### config.mk
export PLATFORM = sky130hd
export DESIGN_NAME = l2_cache_fill_and_sram_ctrl
export DESIGN_NICKNAME = d
export VERILOG_FILES = /design/src/core/l2_cache_pkg.sv /design/src/core/l2_cache_fill_and_sram_ctrl.sv
export SDC_FILE = /design/constraint.sdc
export NUM_CORES = 1
export LEC_CHECK = 0
export ABC_CLOCK_PERIOD_IN_PS = 6500
export BUFFER_PORTS_ARGS = -buffer_cell sky130_fd_sc_hd__buf_2
export CORE_MARGIN = 2
export CORE_UTILIZATION = 35
export CTS_CLUSTER_SIZE = 16
export DETAILED_ROUTE_END_ITERATION = 10
export GPL_TIMING_DRIVEN = 0
export SETUP_SLACK_MARGIN = 0.3
export SYNTH_ARGS = -nofsm -noshare
export SYNTH_HDL_FRONTEND = slang
export SYNTH_SLANG_ARGS = --single-unit
### constraint.sdc
create_clock -name sys_clk -period 6.5 [get_ports sys_clk]
set_clock_uncertainty 0.1 [all_clocks]
set_input_delay 0.325 -clock sys_clk [delete_from_list [all_inputs] [get_ports sys_clk]]
set_output_delay 0.325 -clock sys_clk [all_outputs]
set_load 0.005 [all_outputs]
### src/core/l2_cache_pkg.sv
// Package for the secondary cache fill and SRAM control block.
// Assumes one clock domain and a simple strobe register port.
package l2_cache_pkg;
    localparam logic [7:0] SHADOW_CACHE_CONTROL_OFS = 8'h18;
    localparam logic [7:0] CACHE_FILL_CONFIG_OFS = 8'h22;
    localparam logic [7:0] MEMORY_DECODE_A_OFS = 8'h33;
    localparam logic [7:0] MEMORY_DECODE_B_OFS = 8'h37;
    localparam logic [7:0] SMM_CONTROL_OFS = 8'h94;
    localparam logic [7:0] CACHE_MODE_OFS = 8'hA0;
    localparam logic [7:0] CACHE_STATUS_OFS = 8'hA1;
    localparam logic [7:0] REG_RESET = 8'h00;
    localparam int SHADOW_EN_BIT = 2;
    localparam int SHADOW_L2_BIT = 3;
    localparam int WPROT_BIT = 7;
    localparam int DEC_L1_BIT0 = 0;
    localparam int DEC_L1_BIT1 = 1;
    localparam int SMM_BIT = 3;
    localparam int FILL_POL_LO = 6;
    localparam int DUAL_BANK_BIT = 0;
    localparam int CS_HIGH_BIT = 1;
    localparam int WB_MODE_BIT = 2;
    localparam int TAGW_LO = 3;
    localparam int CSIZE_LO = 5;
    localparam logic [1:0] TAGW_8 = 2'h0;
    localparam logic [1:0] TAGW_9 = 2'h1;
    localparam logic [1:0] TAGW_11 = 2'h2;
    localparam int DRAM_MAX_BIT = 27;
    localparam int BEATS = 4;
    typedef enum logic [1:0] {
        POL_UNIFIED,
        POL_CODE,
        POL_DATA,
        POL_RSVD
    } fill_pol_t;
endpackage

### src/core/l2_cache_fill_and_sram_ctrl.sv
// Secondary cache cacheability decisions and data SRAM strobe control.
// Assumes synchronous CPU bus inputs, an external tag compare feeding tagHit.
//
// The plain strobed port was decided locally.
`timescale 1ns/1ns
module l2_cache_fill_and_sram_ctrl #(
    parameter int ADDR_W = 28
) (
    input wire logic sys_clk,
    input wire logic nrst,
    input wire logic clkEn,
    input wire logic [7:0] regAddr,
    input wire logic [7:0] regWdata,
    input wire logic regWr,
    input wire logic regRd,
    output logic [7:0] regRdata,
    input wire logic cycStart,
    input wire logic [31:0] cpuAddr,
    input wire logic memCycle,
    input wire logic writeCycle,
    input wire logic dataCode,
    input wire logic smmActive,
    input wire logic localDram,
    input wire logic shadowArea,
    input wire logic decodeHitA,
    input wire logic decodeHitB,
    input wire logic tagHit,
    input wire logic tagDirty,
    input wire logic beatDone,
    output logic l1FillEnable_n,
    output logic l2Hit,
    output logic l2Fill,
    output logic castout,
    output logic sram_addr_bit2,
    output logic sram_addr_bit3A,
    output logic sram_addr_bit3B,
    output logic sram_output_enable_nA,
    output logic sram_output_enable_nB,
    output logic sram_write_enable_nA,
    output logic sram_write_enable_nB,
    output logic sram_chip_select
);
    if (ADDR_W < 24 || ADDR_W > 32) begin : g_addr_w_check
        $error("ADDR_W out of range");
    end

    ////////////////////////////////////////////////////////////////////////
    typedef enum logic [1:0] {
        ST_IDLE,
        ST_BURST
    } phase_t;

    typedef struct packed {
        logic [7:0] shadowCtl;
        logic [7:0] fillCfg;
        logic [7:0] decA;
        logic [7:0] decB;
        logic [7:0] smmCtl;
        logic [7:0] mode;
        logic [7:0] rdata;
        phase_t phase;
        logic [1:0] beat;
        logic isWrite;
        logic hit;
        logic fill;
        logic cast;
        logic kenN;
        logic a2;
        logic a3a;
        logic a3b;
        logic oeA;
        logic oeB;
        logic weA;
        logic weB;
        logic cs;
    } state_t;

    state_t stateReg;
    state_t stateNext;

    ////////////////////////////////////////////////////////////////////////
    // Highest tagged address bit; everything above must be zero for L2.
    logic [4:0] topBit;
    logic [2:0] csize;
    logic [1:0] tagw;
    logic [4:0] base;
    logic inRange;
    logic l2Elig;
    logic l1Elig;
    logic polOk;
    logic wprot;
    logic wbMode;
    logic dual;
    logic [1:0] startWord;
    l2_cache_pkg::fill_pol_t pol;

    always_comb begin
        csize = stateReg.mode[l2_cache_pkg::CSIZE_LO +: 3];
        tagw = stateReg.mode[l2_cache_pkg::TAGW_LO +: 2];
        dual = stateReg.mode[l2_cache_pkg::DUAL_BANK_BIT];
        wbMode = stateReg.mode[l2_cache_pkg::WB_MODE_BIT];
        // Line select top is A15 for 64K; dirty bit costs one tag bit in WB.
        base = 5'(15 + (csize > 3'h4 ? 3'h4 : csize));
        case (tagw)
            l2_cache_pkg::TAGW_9: topBit = 5'(base + 5'h8);
            l2_cache_pkg::TAGW_11: topBit = 5'(base + 5'hA);
            default: topBit = 5'(base + 5'h7);
        endcase
        if (!wbMode) begin
            topBit = 5'(topBit + 5'h1);
        end
        if (topBit > 5'(l2_cache_pkg::DRAM_MAX_BIT)) begin
            topBit = 5'(l2_cache_pkg::DRAM_MAX_BIT);
        end
        inRange = ((cpuAddr >> (topBit + 5'h1)) == 32'h0000_0000);
    end

    always_comb begin
        pol = l2_cache_pkg::fill_pol_t'(stateReg.fillCfg[l2_cache_pkg::FILL_POL_LO +: 2]);
        wprot = stateReg.shadowCtl[l2_cache_pkg::WPROT_BIT] && shadowArea;
        case (pol)
            l2_cache_pkg::POL_CODE: polOk = !dataCode;
            l2_cache_pkg::POL_DATA: polOk = dataCode;
            default: polOk = 1'b1;
        endcase
        l2Elig = localDram && inRange && (!shadowArea || stateReg.shadowCtl[l2_cache_pkg::SHADOW_L2_BIT]);
        l1Elig = (localDram && (!shadowArea || stateReg.shadowCtl[l2_cache_pkg::SHADOW_EN_BIT]) && !wprot)
            || (decodeHitA && (stateReg.decA[l2_cache_pkg::DEC_L1_BIT0] || stateReg.decA[l2_cache_pkg::DEC_L1_BIT1]))
            || (decodeHitB && (stateReg.decB[l2_cache_pkg::DEC_L1_BIT0] || stateReg.decB[l2_cache_pkg::DEC_L1_BIT1]));
        if (smmActive && !stateReg.smmCtl[l2_cache_pkg::SMM_BIT]) begin
            l1Elig = 1'b0;
        end
        startWord = cpuAddr[3:2];
    end

    ////////////////////////////////////////////////////////////////////////
    logic csOn;
    logic csOff;
    logic [1:0] wordNow;
    logic [1:0] wordNext;

    always_comb begin
        stateNext = stateReg;
        csOn = stateReg.mode[l2_cache_pkg::CS_HIGH_BIT];
        csOff = !csOn;
        wordNow = 2'(startWord ^ stateReg.beat);
        wordNext = 2'(startWord ^ 2'(stateReg.beat + 2'h1));
        stateNext.rdata = 8'h00;
        if (regRd) begin
            case (regAddr)
                l2_cache_pkg::SHADOW_CACHE_CONTROL_OFS: stateNext.rdata = stateReg.shadowCtl;
                l2_cache_pkg::CACHE_FILL_CONFIG_OFS: stateNext.rdata = stateReg.fillCfg;
                l2_cache_pkg::MEMORY_DECODE_A_OFS: stateNext.rdata = stateReg.decA;
                l2_cache_pkg::MEMORY_DECODE_B_OFS: stateNext.rdata = stateReg.decB;
                l2_cache_pkg::SMM_CONTROL_OFS: stateNext.rdata = stateReg.smmCtl;
                l2_cache_pkg::CACHE_MODE_OFS: stateNext.rdata = stateReg.mode;
                l2_cache_pkg::CACHE_STATUS_OFS: stateNext.rdata = {3'h0, stateReg.kenN, stateReg.cast,
                    stateReg.fill, stateReg.hit, stateReg.phase == ST_BURST};
                default: stateNext.rdata = 8'h00;
            endcase
        end
        if (regWr) begin
            case (regAddr)
                l2_cache_pkg::SHADOW_CACHE_CONTROL_OFS: stateNext.shadowCtl = regWdata;
                l2_cache_pkg::CACHE_FILL_CONFIG_OFS: stateNext.fillCfg = regWdata;
                l2_cache_pkg::MEMORY_DECODE_A_OFS: stateNext.decA = regWdata;
                l2_cache_pkg::MEMORY_DECODE_B_OFS: stateNext.decB = regWdata;
                l2_cache_pkg::SMM_CONTROL_OFS: stateNext.smmCtl = regWdata;
                l2_cache_pkg::CACHE_MODE_OFS: stateNext.mode = regWdata;
                default: ;
            endcase
        end
        case (stateReg.phase)
            ST_IDLE: begin
                stateNext.kenN = 1'b1;
                stateNext.oeA = 1'b1;
                stateNext.oeB = 1'b1;
                stateNext.weA = 1'b1;
                stateNext.weB = 1'b1;
                stateNext.cs = csOff;
                stateNext.hit = 1'b0;
                stateNext.fill = 1'b0;
                stateNext.cast = 1'b0;
                if (cycStart && memCycle) begin
                    stateNext.isWrite = writeCycle;
                    stateNext.kenN = !(l1Elig && !writeCycle);
                    // Hits ignore fill policy and the shadow L2 bit, but still need local DRAM in range.
                    stateNext.hit = tagHit && inRange && localDram;
                    stateNext.fill = !tagHit && !writeCycle && l2Elig && polOk;
                    stateNext.cast = !tagHit && !writeCycle && l2Elig && polOk && wbMode && tagDirty;
                    stateNext.beat = 2'h0;
                    if ((tagHit && inRange && localDram) || (!tagHit && !writeCycle && l2Elig && polOk)) begin
                        stateNext.phase = ST_BURST;
                        stateNext.cs = csOn;
                        stateNext.a2 = dual ? cpuAddr[base] : startWord[0];
                        stateNext.a3a = startWord[1];
                        stateNext.a3b = startWord[1];
                        if (!writeCycle) begin
                            stateNext.oeA = dual ? startWord[0] : 1'b0;
                            stateNext.oeB = dual ? !startWord[0] : 1'b1;
                        end else if (!wprot) begin
                            stateNext.weA = dual ? startWord[0] : 1'b0;
                            stateNext.weB = dual ? !startWord[0] : 1'b1;
                        end
                    end
                end
            end
            ST_BURST: begin
                if (beatDone) begin
                    stateNext.beat = 2'(stateReg.beat + 2'h1);
                    if (stateReg.isWrite || stateReg.beat == 2'(l2_cache_pkg::BEATS - 1)) begin
                        stateNext.phase = ST_IDLE;
                        stateNext.cs = csOff;
                        stateNext.oeA = 1'b1;
                        stateNext.oeB = 1'b1;
                        stateNext.weA = 1'b1;
                        stateNext.weB = 1'b1;
                        stateNext.hit = 1'b0;
                        stateNext.fill = 1'b0;
                        stateNext.cast = 1'b0;
                        stateNext.kenN = 1'b1;
                    end else if (dual) begin
                        // Only the bank just read moves its address bit 3, on to its word two
                        // beats ahead, so the other bank keeps a full beat of access time.
                        if (wordNow[0]) begin
                            stateNext.a3b = !wordNow[1];
                        end else begin
                            stateNext.a3a = !wordNow[1];
                        end
                        stateNext.oeA = wordNext[0];
                        stateNext.oeB = !wordNext[0];
                    end else begin
                        stateNext.a2 = wordNext[0];
                        stateNext.a3a = wordNext[1];
                    end
                end
            end
            default: stateNext.phase = ST_IDLE;
        endcase
    end

    always_ff @(posedge sys_clk or negedge nrst) begin
        if (!nrst) begin
            stateReg <= '0;
            stateReg.kenN <= 1'b1;
            stateReg.oeA <= 1'b1;
            stateReg.oeB <= 1'b1;
            stateReg.weA <= 1'b1;
            stateReg.weB <= 1'b1;
            stateReg.cs <= 1'b1;
            stateReg.phase <= ST_IDLE;
        end else if (clkEn) begin
            stateReg <= stateNext;
        end
    end

    assign regRdata = stateReg.rdata;
    assign l1FillEnable_n = stateReg.kenN;
    assign l2Hit = stateReg.hit;
    assign l2Fill = stateReg.fill;
    assign castout = stateReg.cast;
    assign sram_addr_bit2 = stateReg.a2;
    assign sram_addr_bit3A = stateReg.a3a;
    assign sram_addr_bit3B = stateReg.a3b;
    assign sram_output_enable_nA = stateReg.oeA;
    assign sram_output_enable_nB = stateReg.oeB;
    assign sram_write_enable_nA = stateReg.weA;
    assign sram_write_enable_nB = stateReg.weB;
    assign sram_chip_select = stateReg.cs;

    ////////////////////////////////////////////////////////////////////////
    // Most checks look one edge after a request is taken, at the registered decision.
    // Register writes during a burst are not guarded; software is expected to wait for idle.
    a_write_no_fill: assert property (@(posedge sys_clk) disable iff (!nrst)
        clkEn && stateReg.phase == ST_IDLE && cycStart && memCycle && writeCycle |=> !l2Fill)
        else $error("write allocated a line");

    a_ken_idle_high: assert property (@(posedge sys_clk) disable iff (!nrst)
        clkEn && stateReg.phase == ST_IDLE && !cycStart |=> l1FillEnable_n)
        else $error("fill enable not high when idle");

    a_policy_gate: assert property (@(posedge sys_clk) disable iff (!nrst)
        clkEn && stateReg.phase == ST_IDLE && cycStart && memCycle
        && pol == l2_cache_pkg::POL_DATA && !dataCode |=> !l2Fill)
        else $error("data-only policy filled on code");

    a_code_only: assert property (@(posedge sys_clk) disable iff (!nrst)
        clkEn && stateReg.phase == ST_IDLE && cycStart
        && pol == l2_cache_pkg::POL_CODE && dataCode |=> !l2Fill)
        else $error("code-only policy filled on data");

    a_miss_no_cast: assert property (@(posedge sys_clk) disable iff (!nrst)
        clkEn && stateReg.phase == ST_IDLE && cycStart && memCycle && !tagHit && !polOk
        |=> !castout && !l2Fill)
        else $error("excluded miss replaced a line");

    a_outside_dram: assert property (@(posedge sys_clk) disable iff (!nrst)
        clkEn && stateReg.phase == ST_IDLE && cycStart && !localDram |=> !l2Fill && !l2Hit)
        else $error("non-DRAM cycle used L2");

    a_decode_l1_off: assert property (@(posedge sys_clk) disable iff (!nrst)
        clkEn && stateReg.phase == ST_IDLE && cycStart && !localDram && decodeHitA && !decodeHitB
        && !stateReg.decA[l2_cache_pkg::DEC_L1_BIT0] && !stateReg.decA[l2_cache_pkg::DEC_L1_BIT1] |=> l1FillEnable_n)
        else $error("undecoded area made L1 cacheable");

    a_range_fill: assert property (@(posedge sys_clk) disable iff (!nrst)
        clkEn && stateReg.phase == ST_IDLE && cycStart && !inRange |=> !l2Fill && !l2Hit)
        else $error("out of range cycle used L2");

    a_dram_l1_on: assert property (@(posedge sys_clk) disable iff (!nrst)
        clkEn && stateReg.phase == ST_IDLE && cycStart && memCycle && localDram && !writeCycle
        && !shadowArea && !smmActive |=> !l1FillEnable_n)
        else $error("local DRAM read not L1 cacheable");

    a_write_ken: assert property (@(posedge sys_clk) disable iff (!nrst)
        clkEn && stateReg.phase == ST_IDLE && cycStart && writeCycle |=> l1FillEnable_n)
        else $error("fill enable low on a write");

    a_smm_l1_off: assert property (@(posedge sys_clk) disable iff (!nrst)
        clkEn && stateReg.phase == ST_IDLE && cycStart && smmActive
        && !stateReg.smmCtl[l2_cache_pkg::SMM_BIT] |=> l1FillEnable_n)
        else $error("fill enable low in SMM");

    a_shadow_l2_off: assert property (@(posedge sys_clk) disable iff (!nrst)
        clkEn && stateReg.phase == ST_IDLE && cycStart && shadowArea
        && !stateReg.shadowCtl[l2_cache_pkg::SHADOW_L2_BIT] |=> !l2Fill)
        else $error("shadow fill with L2 shadow caching off");

    a_hit_any_pol: assert property (@(posedge sys_clk) disable iff (!nrst)
        clkEn && stateReg.phase == ST_IDLE && cycStart && memCycle && tagHit && inRange && localDram |=> l2Hit)
        else $error("hit suppressed");

    a_wprot_no_we: assert property (@(posedge sys_clk) disable iff (!nrst)
        clkEn && stateReg.phase == ST_IDLE && cycStart && memCycle && writeCycle && wprot
        |=> sram_write_enable_nA && sram_write_enable_nB)
        else $error("write to protected shadow reached SRAM");

    a_cs_idle: assert property (@(posedge sys_clk) disable iff (!nrst)
        clkEn && !regWr && stateReg.phase == ST_IDLE && !cycStart
        |=> sram_chip_select != stateReg.mode[l2_cache_pkg::CS_HIGH_BIT])
        else $error("chip select active while idle");

    a_single_oe_low: assert property (@(posedge sys_clk) disable iff (!nrst)
        !dual && stateReg.phase == ST_BURST && !stateReg.isWrite
        |-> !sram_output_enable_nA && sram_output_enable_nB && sram_write_enable_nB)
        else $error("single bank read strobes wrong");

    a_one_bank_oe: assert property (@(posedge sys_clk) disable iff (!nrst)
        dual && stateReg.phase == ST_BURST && !stateReg.isWrite |-> sram_output_enable_nA != sram_output_enable_nB)
        else $error("dual bank read strobes not exclusive");
endmodule

==> out/qor.yml, run 1 <==
vias: 4930
finalInstanceArea_um2: 6629
ys_types: 80
grt_max_degree: 73
antenna_cells: 0
finalPower_mw: 1.353
ys_ff_latch: 72
rows: 44
max_freq_ghz: 0.1680
dpl.cell_count: 816
dr.first_iter.drc_count: 403
htreeDepth: 3
clk_pin_slew_ns: 0.06
place_congestion: 0.8929
fin_crit_ns: 5.951
drv_cap: 0
p_sw_share_pct: 26.65
worstSetupPathType: "reg -> reg"
die_x_um: 126.3
drc: 0
ant_nets: 0
grt_pass1_vias: 4798
place_area_um2: 5878
cts_tree: "done"
synthArstFlopShare_pct: 100.0
core_area_um2: 14590
grt.total_usage_pct: 18.86
clk_path_buf_depth: 2
max-vdd-ir-drop_uv: 194.1
slew_headroom_pct: 9.596
wl_per_cell_um: 17.77
cts.sinks: 72
cts-root-buf: "clkbuf_16"
worst_pin_slew_ns: 1.335
status: "complete, no violations"
syn_to_final_growth_pct: 26.56
rsz0062_at_grt: "false"
finalSetupViolations: 0
syn-num-nets: 627
seq_power_share_pct: 35.0
end_kind: "flop"
drt_pass1_iterations: 5
viasPerCell: 5.759
antenna_found_initial: 0
comb_power_share_pct: 21.3
avgSynthCellArea_um2: 9.505
clkLatencyLatePin_ns: 0.34
cts_inserted_buffers: 9
power.share.clock_pct: 43.7
nFillCells: 1410
synth_edf_count: 0
wl_um: 15210
initial_core_util_pct: 35.90
hp-class: "in -> async"
synthCells: 551
drive_gt1_share_pct: 36.90
crit_fanout: 10
die_h_um: 126.3
ios: 85
maxSlewViolCount: 0
power.density_nw_per_um2: 204.1
ys_warn_count: 0
grt_overflow: 0
finalHoldViolCount: 0
io_buffers: 81
finalNonFillerCells: 856
die_area_um2: 15960
ys_seq_area_share_pct: 34.54
power.internal_uw: 992.4
cellLeakagePower_nw: 2.916
ys.flop_type: "dfrtp_1"
cp-start-kind: "flop"
nets: 743
grt_pass1_wl_um: 24500
cp_data_arrival_time_ns: 6.11
crit_required_ns: 6.66
p_switching_uw: 360.5
dp_hpwl_um: 11360
finalCritPeriodShare_pct: 91.55
synth.cell_area_um2: 5238
==> registers in the layout, summed over array words and instances, names as in the netlist <==
| signal | flops |
|---|---|
| sram_output_enable_nB | 1 |
| castout | 1 |
| dual | 1 |
| pol | 2 |
| sram_write_enable_nA | 1 |
| csize | 3 |
| sram_addr_bit2 | 1 |
| l1FillEnable_n | 1 |
| stateReg | 45 |
| sram_addr_bit3A | 1 |
| l2Fill | 1 |
| csOn | 1 |
| sram_output_enable_nA | 1 |
| regRdata | 8 |
| sram_write_enable_nB | 1 |
| l2Hit | 1 |
| sram_chip_select | 1 |
| sram_addr_bit3B | 1 |
==> placed cells by master, fill, tap and decap left out, types with 9 or more instances in the layout <==
cell type | synthesis | layout
clkbuf_1 | 20 | 14
o21ai_0 | 34 | 34
nand2_1 | 55 | 55
buf_2 | 4 | 83
mux2i_1 | 24 | 24
o22ai_1 | 10 | 10
nand2b_1 | 9 | 9
nor2_1 | 42 | 42
clkbuf_16 | 0 | 10
dfrtp_1 | 66 | 64
mux2_2 | 50 | 49
buf_4 | 8 | 33
nor3_1 | 18 | 12
a21oi_1 | 17 | 16
nand3_1 | 10 | 10
inv_1 | 25 | 24
==> power groups by stage <==
stage	sequential, mW	combinational (mW)	clock (mW)
floorplan	0.480	0.161	0
global placement	0.481	0.247	0
detailed placement	0.482	0.251	0
CTS	0.474	0.264	0.603
global route	0.476	0.312	0.624
finish	0.474	0.288	0.591
==> cells by family after synthesis <==
group | count (synthesis) | synth area share [%]
compound gates | 137 | 18.51
xor+xnor | 11 | 2.198
fa+ha+maj | 11 | 2.628
buf+inv | 63 | 5.518
flops | 72 | 34.54
mux | 86 | 20.26
simple gates | 171 | 16.34
==> stage by stage <==
step	hold WS (ns)	setup WS (ns)	utilization, %	TNS [ns]
2_1_floorplan	-0.07059	0.3161	-	0
5_1_grt	0.08992	0.3086	45.44	0
4_1_cts	0.06050	0.3024	43.89	0
3_3_place_gp	0.3544	-0.8805	40.27	-7.126
3_5_place_dp	0.3619	-0.9217	40.29	-7.609
6_report	0.01709	0.5491	45.44	0
==> worst max-delay path, cell delays in order (launching register included) <==
cell and delay, ns:
dfrtp_2 0.40, or2b_4 0.28, clkbuf_16 0.17, ha_4 0.16, ha_4 0.27, inv_1 0.04
ha_1 0.26, and2_4 0.16, o31ai_4 0.09, or4b_4 0.56, xnor2_4 0.15, o31a_1 0.31
buf_6 0.14, inv_8 0.09, buf_8 0.12, ha_4 0.20, buf_6 0.13, buf_4 0.18
clkbuf_4 0.20, a211oi_1 0.21, a22oi_1 0.13, a211oi_2 0.23, o2111ai_1 0.15, o211ai_1 0.33
nand3b_2 0.14, or4_4 0.51, o21ai_2 0.14
==> area by class of cell <==
class | instances | area [um^2] | share of cell area (%)
clock buffers | 12 | 266.5 | 4.020
repair buffers | 105 | 591.8 | 8.928
well taps | 184 | 230.2 | 3.473
multi-input cells | 416 | 3276 | 49.41
inverters | 27 | 113.9 | 1.718
clock inverters | 4 | 98.84 | 1.491
plain buffers | 36 | 240.2 | 3.624
flip-flops and latches | 72 | 1812 | 27.33
==> synth_stat cells (all sizes together) (4+ instances only) <==
cell type,n,area share [%]
dfrtp,66,32
mux2i,25,4.8
nor2,42,3.0
inv,26,1.9
dfstp,6,3.0
o32ai,4,0.67
nand3,11,1.1
nand2,55,3.9
and3,4,0.48
a211oi,5,0.81
nor2b,7,0.84
o21ai,36,3.5
a22oi,6,0.86
buf,16,2.1
nand2b,9,1.1
o22ai,10,1.2
a31oi,5,0.60
nor3,19,1.9
mux4,10,4.4
a21oi,18,1.8
mux2,51,11
o211ai,7,1.0
a22o,4,0.67
clkbuf,20,1.4
a221oi,8,1.3
ha,11,2.6
xnor2,8,1.7
==> final timing paths <==
path | slack, ns | cells past startpoint | end | from
setup / recovery | 0.55 | 26 | castout | csize[2]
setup reg to reg | 0.55 | 26 | castout | csize[2]
hold / removal | 0.02 | 1 | stateReg[42] | nrst
hold reg to reg | 0.37 | 2 | sram_output_enable_nB | sram_output_enable_nB
min in group sys_clk | 0.14 | 2 | l2Hit | tagHit
max in group asynchronous | 5.61 | 1 | csize[2] | nrst
==> what timing repair did <==
item,in CTS,in global routing
resized for setup,23,33
endpoints found under the setup margin,12,12
gates cloned,0,0
hold buffers,0,0
pin swaps,9,18
buffers inserted,10,14
==> routing by layer <==
metal,global-route usage (%),up-vias,part of all wire [%]
met5,0,-,0
met2,30.80,205,47
li1,-,2280,-
met1,25.17,2423,44
met4,4.977,0,1.8
met3,4.597,22,7.3
No activity file was read; power rests on OpenSTA's default activity.
==> run 2: changes to the inputs <==
--- a/config.mk
+++ b/config.mk
@@ -5,6 +5,7 @@
 export SDC_FILE = /design/constraint.sdc
 export NUM_CORES = 1
 export LEC_CHECK = 0
+export ABC_AREA = 1
 export ABC_CLOCK_PERIOD_IN_PS = 6500
 export BUFFER_PORTS_ARGS = -buffer_cell sky130_fd_sc_hd__buf_2
 export CORE_MARGIN = 2
@@ -12,6 +13,7 @@
 export CTS_CLUSTER_SIZE = 16
 export DETAILED_ROUTE_END_ITERATION = 10
 export GPL_TIMING_DRIVEN = 0
+export REMOVE_ABC_BUFFERS = 1
 export SETUP_SLACK_MARGIN = 0.3
 export SYNTH_ARGS = -nofsm -noshare
 export SYNTH_HDL_FRONTEND = slang
==> run 2 against run 1 <==
Synthesized area increased by 8.0%. Global-route usage rose by 0.40 points. Synthesized cell count increased by 58%. Design area is 1.6% lower. First-iteration DRC count decreased by 26%. Register-to-register slack gained 0.33 ns. Sequential share of layout area grew 0.41 points. Routed wire length grew 12%. Die area rose by 7.7%. Clock power decreased by 16%. Combinational power is 71% higher.
==> out/qor.yml, run 2 <==
die_x_um: 131.1
drive_gt1_share_pct: 15.55
clk_pin_slew_ns: 0.06
power.density_nw_per_um2: 225.1
crit_required_ns: 6.67
mostFrequentLayoutCells: "261 x nand2_1, 118 x nand3_1, 104 x inv_1"
status: "complete, no violations"
place_congestion: 0.8588
finalNonFillerCells: 1155
nFillCells: 1701
synth_edf_count: 0
crit_path_frequent_cell: "nand2_1"
final_common_cell: "nand2_1"
drc: 0
avgSynthCellArea_um2: 6.515
synth.cell_area_um2: 5655
hp-class: "in -> reg"
max_freq_ghz: 0.1778
clkLatencyLatePin_ns: 0.34
hold_start: "regWdata[4]"
nets: 1010
dpl.cell_count: 1134
grt_max_degree: 42
clk_path_buf_depth: 2
finalSetupTns_ns: 0
die_area_um2: 17190
cp-start-kind: "flop"
dr.first_iter.drc_count: 297
drv_cap: 0
synthMostInstantiatedCell: "nand2_1"
regMostFlops: "stateReg"
cts-root-buf: "clkbuf_16"
wl_um: 16980
cts.sinks: 72
grt.total_usage_pct: 19.26
ys_types: 49
worst_slack_ns: 0.8751
finalHoldViolCount: 0
crit_fanout: 23
fin_crit_ns: 5.625
maxSlewViolCount: 0
rsz0062_at_grt: "false"
synthCells: 868
htreeDepth: 3
slew_headroom_pct: 11.98
finalSetupViolations: 0
end_kind: "flop"
worstSetupPathType: "reg -> reg"
yosysTopAreaCell: "dfrtp_1"
cts_inserted_buffers: 9
drt_pass1_iterations: 8
dp_slack_ns: -0.9218
path_buf_inv: 4
multi_input_area_um2: 3243
worst_pin_slew_ns: 1.317
grt_overflow: 0
grt_pass1_wl_um: 27180
cts_tree: "done"
grt_pass1_vias: 5491
core_area_um2: 15830
ant_nets: 0
die_h_um: 131.1
synthTopCellsByCount: "261 x nand2_1, 118 x nand3_1, 104 x inv_1, 70 x o21ai_0"
crit_start: "csize[2]"
ys_ff_latch: 72
initial_core_util_pct: 35.73
slowest_delay_ns: 0.43
rows: 46
cellLeakagePower_nw: 3.365
wl_per_cell_um: 14.70
cp_slowest_cell: "dfrtp_1"
largest_register_ffs: 45
synth.top_cells.by_area: "dfrtp_1 29%, nand2_1 17%, nand3_1 10%"
vias: 5927
io_buffers: 84
viasPerCell: 5.132
ff_latch_area_um2: 1809
r2r-start: "csize[2]"
ios: 85
ys_warn_count: 0
finalCritPeriodShare_pct: 86.54
syn_to_final_growth_pct: 15.31
synth_top_area_share_pct: 29.20
r2r_setup_slack_ns: 0.88
synthArstFlopShare_pct: 100.0
ys.flop_type: "dfrtp_1"
cp_data_arrival_time_ns: 5.80
crit_family: "simple AND/OR/NAND/NOR gates"
antenna_cells: 0
max-vdd-ir-drop_uv: 164.0
antenna_found_initial: 0
ys_seq_area_share_pct: 31.99
dp_hpwl_um: 12330
run 2: cell types whose count changed after synthesis, moves of 7 or more:
cell	previous run	this run
nand2_1	55	261
nand3_1	10	118
inv_1	25	104
mux2_2	50	0
o21ai_0	34	70
nor2_1	42	66
mux2i_1	24	2
nand2_2	0	15
nand2b_1	9	0
nor3_1	18	9
mux4_2	8	0
nand4_1	0	8
o21a_1	0	7
run 2: stage by stage:
step                cell area, um^2  hold slack, ns  total power [mW]  utilization (%)
global placement               6112          0.3619            0.9562            38.62
finish                         6521          0.1262             1.468            41.20
detailed placement             6148          0.2064            0.9589            38.85
global route                   6521          0.1464             1.563            41.20
CTS                            6479          0.1167             1.467            40.93
floorplan                      5421        -0.07059            0.8187                -
run 2: worst min-delay path: cells and delay by family:
kind | cells | cell delay (ns)
compound gates | 1 | 0.06
simple gates | 1 | 0.05
buf+inv | 1 | 0.10
run 2: kinds of logic after synthesis:
kind of cell	after synthesis	synth area share [%]
AOI/OAI and AO/OA	142	15.29
xor gates and xnor gates	4	0.7524
adders and majority gates	11	2.434
buffers and inverters	148	11.61
DFF	72	31.99
muxes	2	0.3540
and+or+nand+nor	489	37.57
run 2: what timing repair did:
| item | 4_1_cts | 5_1_grt |
|---|---|---|
| pin swaps | 0 | 2 |
| gates resized for setup | 4 | 2 |
| gates cloned | 0 | 2 |
| setup buffers | 0 | 2 |
| hold buffers | 1 | 0 |
| endpoints found under the setup margin | 12 | 12 |
| hold endpoints to repair | 25 | 0 |
run 2: path summary, 6_finish.rpt:
check,cells past startpoint,endpoint
worst min-delay path,3,stateReg[61]
min in group asynchronous,2,stateReg[41]
max in group asynchronous,3,stateReg[52]
worst max-delay path,29,sram_chip_select
worst max register to register,29,sram_chip_select
worst min register to register,2,sram_output_enable_nB
run 2: power by group:
group	leakage, nW	switching (mW)	total [mW]	internal, mW
clock network	0.131	0.198	0.496	0.298
registers	0.890	0.0114	0.480	0.469
logic	2.34	0.331	0.492	0.160
total	3.36	0.540	1.47	0.927
run 2: layer usage:
layer / part of all wire (%) / GRT usage (%) / vias to the layer above
li1: - / - / 3000
met1: 46 / 25.37 / 2742
met2: 48 / 33.57 / 176
met3: 5.4 / 2.778 / 9
met4: 0.57 / 4.227 / 0
met5: 0 / 0 / -
run 2: final cells by class:
class	instances	area share, %
clock inverters	6	1.055
inverters	112	6.523
multi-input cells	650	49.73
well taps	216	4.144
clock buffers	10	3.511
repair buffers	89	7.291
flip-flops and latches	72	27.74
==> run 3: changes to the inputs <==
--- a/config.mk
+++ b/config.mk
@@ -8,13 +8,16 @@
 export ABC_AREA = 1
 export ABC_CLOCK_PERIOD_IN_PS = 6500
 export BUFFER_PORTS_ARGS = -buffer_cell sky130_fd_sc_hd__buf_2
+export CAP_MARGIN = 20
 export CORE_MARGIN = 2
-export CORE_UTILIZATION = 35
+export CORE_UTILIZATION = 50
 export CTS_CLUSTER_SIZE = 16
 export DETAILED_ROUTE_END_ITERATION = 10
 export GPL_TIMING_DRIVEN = 0
+export PLACE_DENSITY = 0.74
 export REMOVE_ABC_BUFFERS = 1
 export SETUP_SLACK_MARGIN = 0.3
+export SLEW_MARGIN = 20
 export SYNTH_ARGS = -nofsm -noshare
 export SYNTH_HDL_FRONTEND = slang
 export SYNTH_SLANG_ARGS = --single-unit
==> run 3 against run 2 <==
Flip-flop and latch count unchanged. Routed wire length down 7.6%. Register-to-register slack worse by 0.14 ns. Critical path depth is the same. Clock power rose by 7.7%. Cell count is 6.6% lower. Die area down 29%. Largest cell class unchanged. Via count up 1.4%. Setup slack got worse by 0.14 ns.
==> out/qor.yml, run 3 (synthesis gave the netlist of run 2 again) <==
rows: 38
fin_util_pct: 59.06
maxSlewViolCount: 0
syn_to_final_growth_pct: 14.20
nets: 1010
power.density_nw_per_um2: 232.8
grt_pass1_wl_um: 25120
status: "complete, no violations"
max-vdd-ir-drop_uv: 169.8
max_freq_ghz: 0.1734
clk_pin_slew_ns: 0.06
clkLatencyLatePin_ns: 0.33
dr.first_iter.drc_count: 504
vias: 6009
place_congestion: 0.9262
worst_pin_slew_ns: 1.127
regMostFlops: "stateReg"
met1_length_um: 6944
grt.total_usage_pct: 26.21
die_x_um: 110.4
htreeDepth: 3
cp_slowest_cell: "dfrtp_1"
clk_path_buf_depth: 2
cts_inserted_buffers: 9
fin_crit_ns: 5.767
mostFrequentLayoutCells: "260 x nand2_1, 118 x nand3_1, 104 x inv_1"
antenna_found_initial: 0
drv_cap: 0
ant_nets: 0
finalSetupViolations: 0
wl_per_cell_um: 14.54
wl_um: 15690
cts.sinks: 72
worstSetupPathType: "reg -> reg"
slowest_delay_ns: 0.43
cp-start-kind: "flop"
cts-root-buf: "clkbuf_16"
slew_headroom_pct: 24.28
finalSetupTns_ns: 0
final_common_cell: "nand2_1"
drc: 0
finalCritPeriodShare_pct: 88.72
viasPerCell: 5.569
cp_data_arrival_time_ns: 5.95
met2_length_um: 7372
cellLeakagePower_nw: 3.382
crit_fanout: 32
core_area_um2: 10940
wl_met3_um: 1041
dp_hpwl_um: 11180
grt_pass1_vias: 5429
hp-class: "in -> reg"
rsz0062_at_grt: "false"
cts_tree: "done"
nFillCells: 1091
die_h_um: 110.4
ios: 85
grt_overflow: 0
crit_required_ns: 6.68
drive_gt1_share_pct: 15.76
topRoutingLayerUsed: "met4"
grt_max_degree: 59
finalPower_mw: 1.504
io_buffers: 84
crit_path_frequent_cell: "nand2_1"
drt_pass1_iterations: 6
initial_core_util_pct: 51.72
finalHoldViolCount: 0
die_area_um2: 12180
largest_register_ffs: 45
end_kind: "flop"
antenna_cells: 0
run 3: area by class of cell:
cell class | instances | area, um^2 | share of cell area [%]
multi-input cells | 649 | 3242 | 50.19
well taps | 140 | 175.2 | 2.712
repair buffers | 90 | 490.5 | 7.594
inverters | 112 | 425.4 | 6.587
clock buffers | 11 | 232.7 | 3.603
clock inverters | 5 | 83.83 | 1.298
flip-flops and latches | 72 | 1809 | 28.01
run 3: worst paths after layout:
check / startpoint / endpoint / slack, ns / cells past startpoint
worst max-delay path: csize[2] / sram_chip_select / 0.73 / 29
worst min-delay path: regWdata[1] / stateReg[58] / 0.13 / 3
worst max register to register: csize[2] / sram_chip_select / 0.73 / 29
worst min register to register: sram_output_enable_nB / sram_output_enable_nB / 0.37 / 2
max in group asynchronous: nrst / sram_output_enable_nB / 5.44 / 3
min in group asynchronous: nrst / regRdata[1] / 0.29 / 2
run 3: report_power, final:
part / internal [mW] / leakage, nW / total [mW] / switching [mW]
clock: 0.337 / 0.146 / 0.534 / 0.197
sequential: 0.469 / 0.890 / 0.481 / 0.0120
combinational: 0.162 / 2.35 / 0.489 / 0.327
run 3: timing repair:
item	4_1_cts	5_1_grt
cloned	0	1
endpoints found under the setup margin	12	10
gates resized for setup	4	1
pin swaps	0	1
hold buffers	1	0
buffers inserted	0	4
endpoints found under the hold margin	14	0
run 3: per-stage QoR:
step,instances,area [um^2],hold WS [ns],setup slack [ns]
detailed placement,1057,6053,0.1028,-0.7937
finish,1079,6459,0.1282,0.7332
global placement,1056,6017,0.3591,-0.7907
global route,1079,6459,0.1543,0.3112
floorplan,832,5421,-0.07059,0.9993
CTS,1074,6402,0.1298,0.3917
run 3: worst max-delay path, delay by kind of cell (launching register included):
family | cells | cell delay (ns)
compound gates | 1 | 0.25
xor+xnor | 1 | 0.37
fa+ha+maj | 4 | 1.25
buf+inv | 4 | 0.58
flops | 1 | 0.43
simple gates | 19 | 2.69
run 3: metal layers:
layer,GRT usage (%),up-vias
met5,0,-
met4,9.464,0
met3,3.469,32
met2,43.38,205
met1,35.20,2777
li1,-,2995
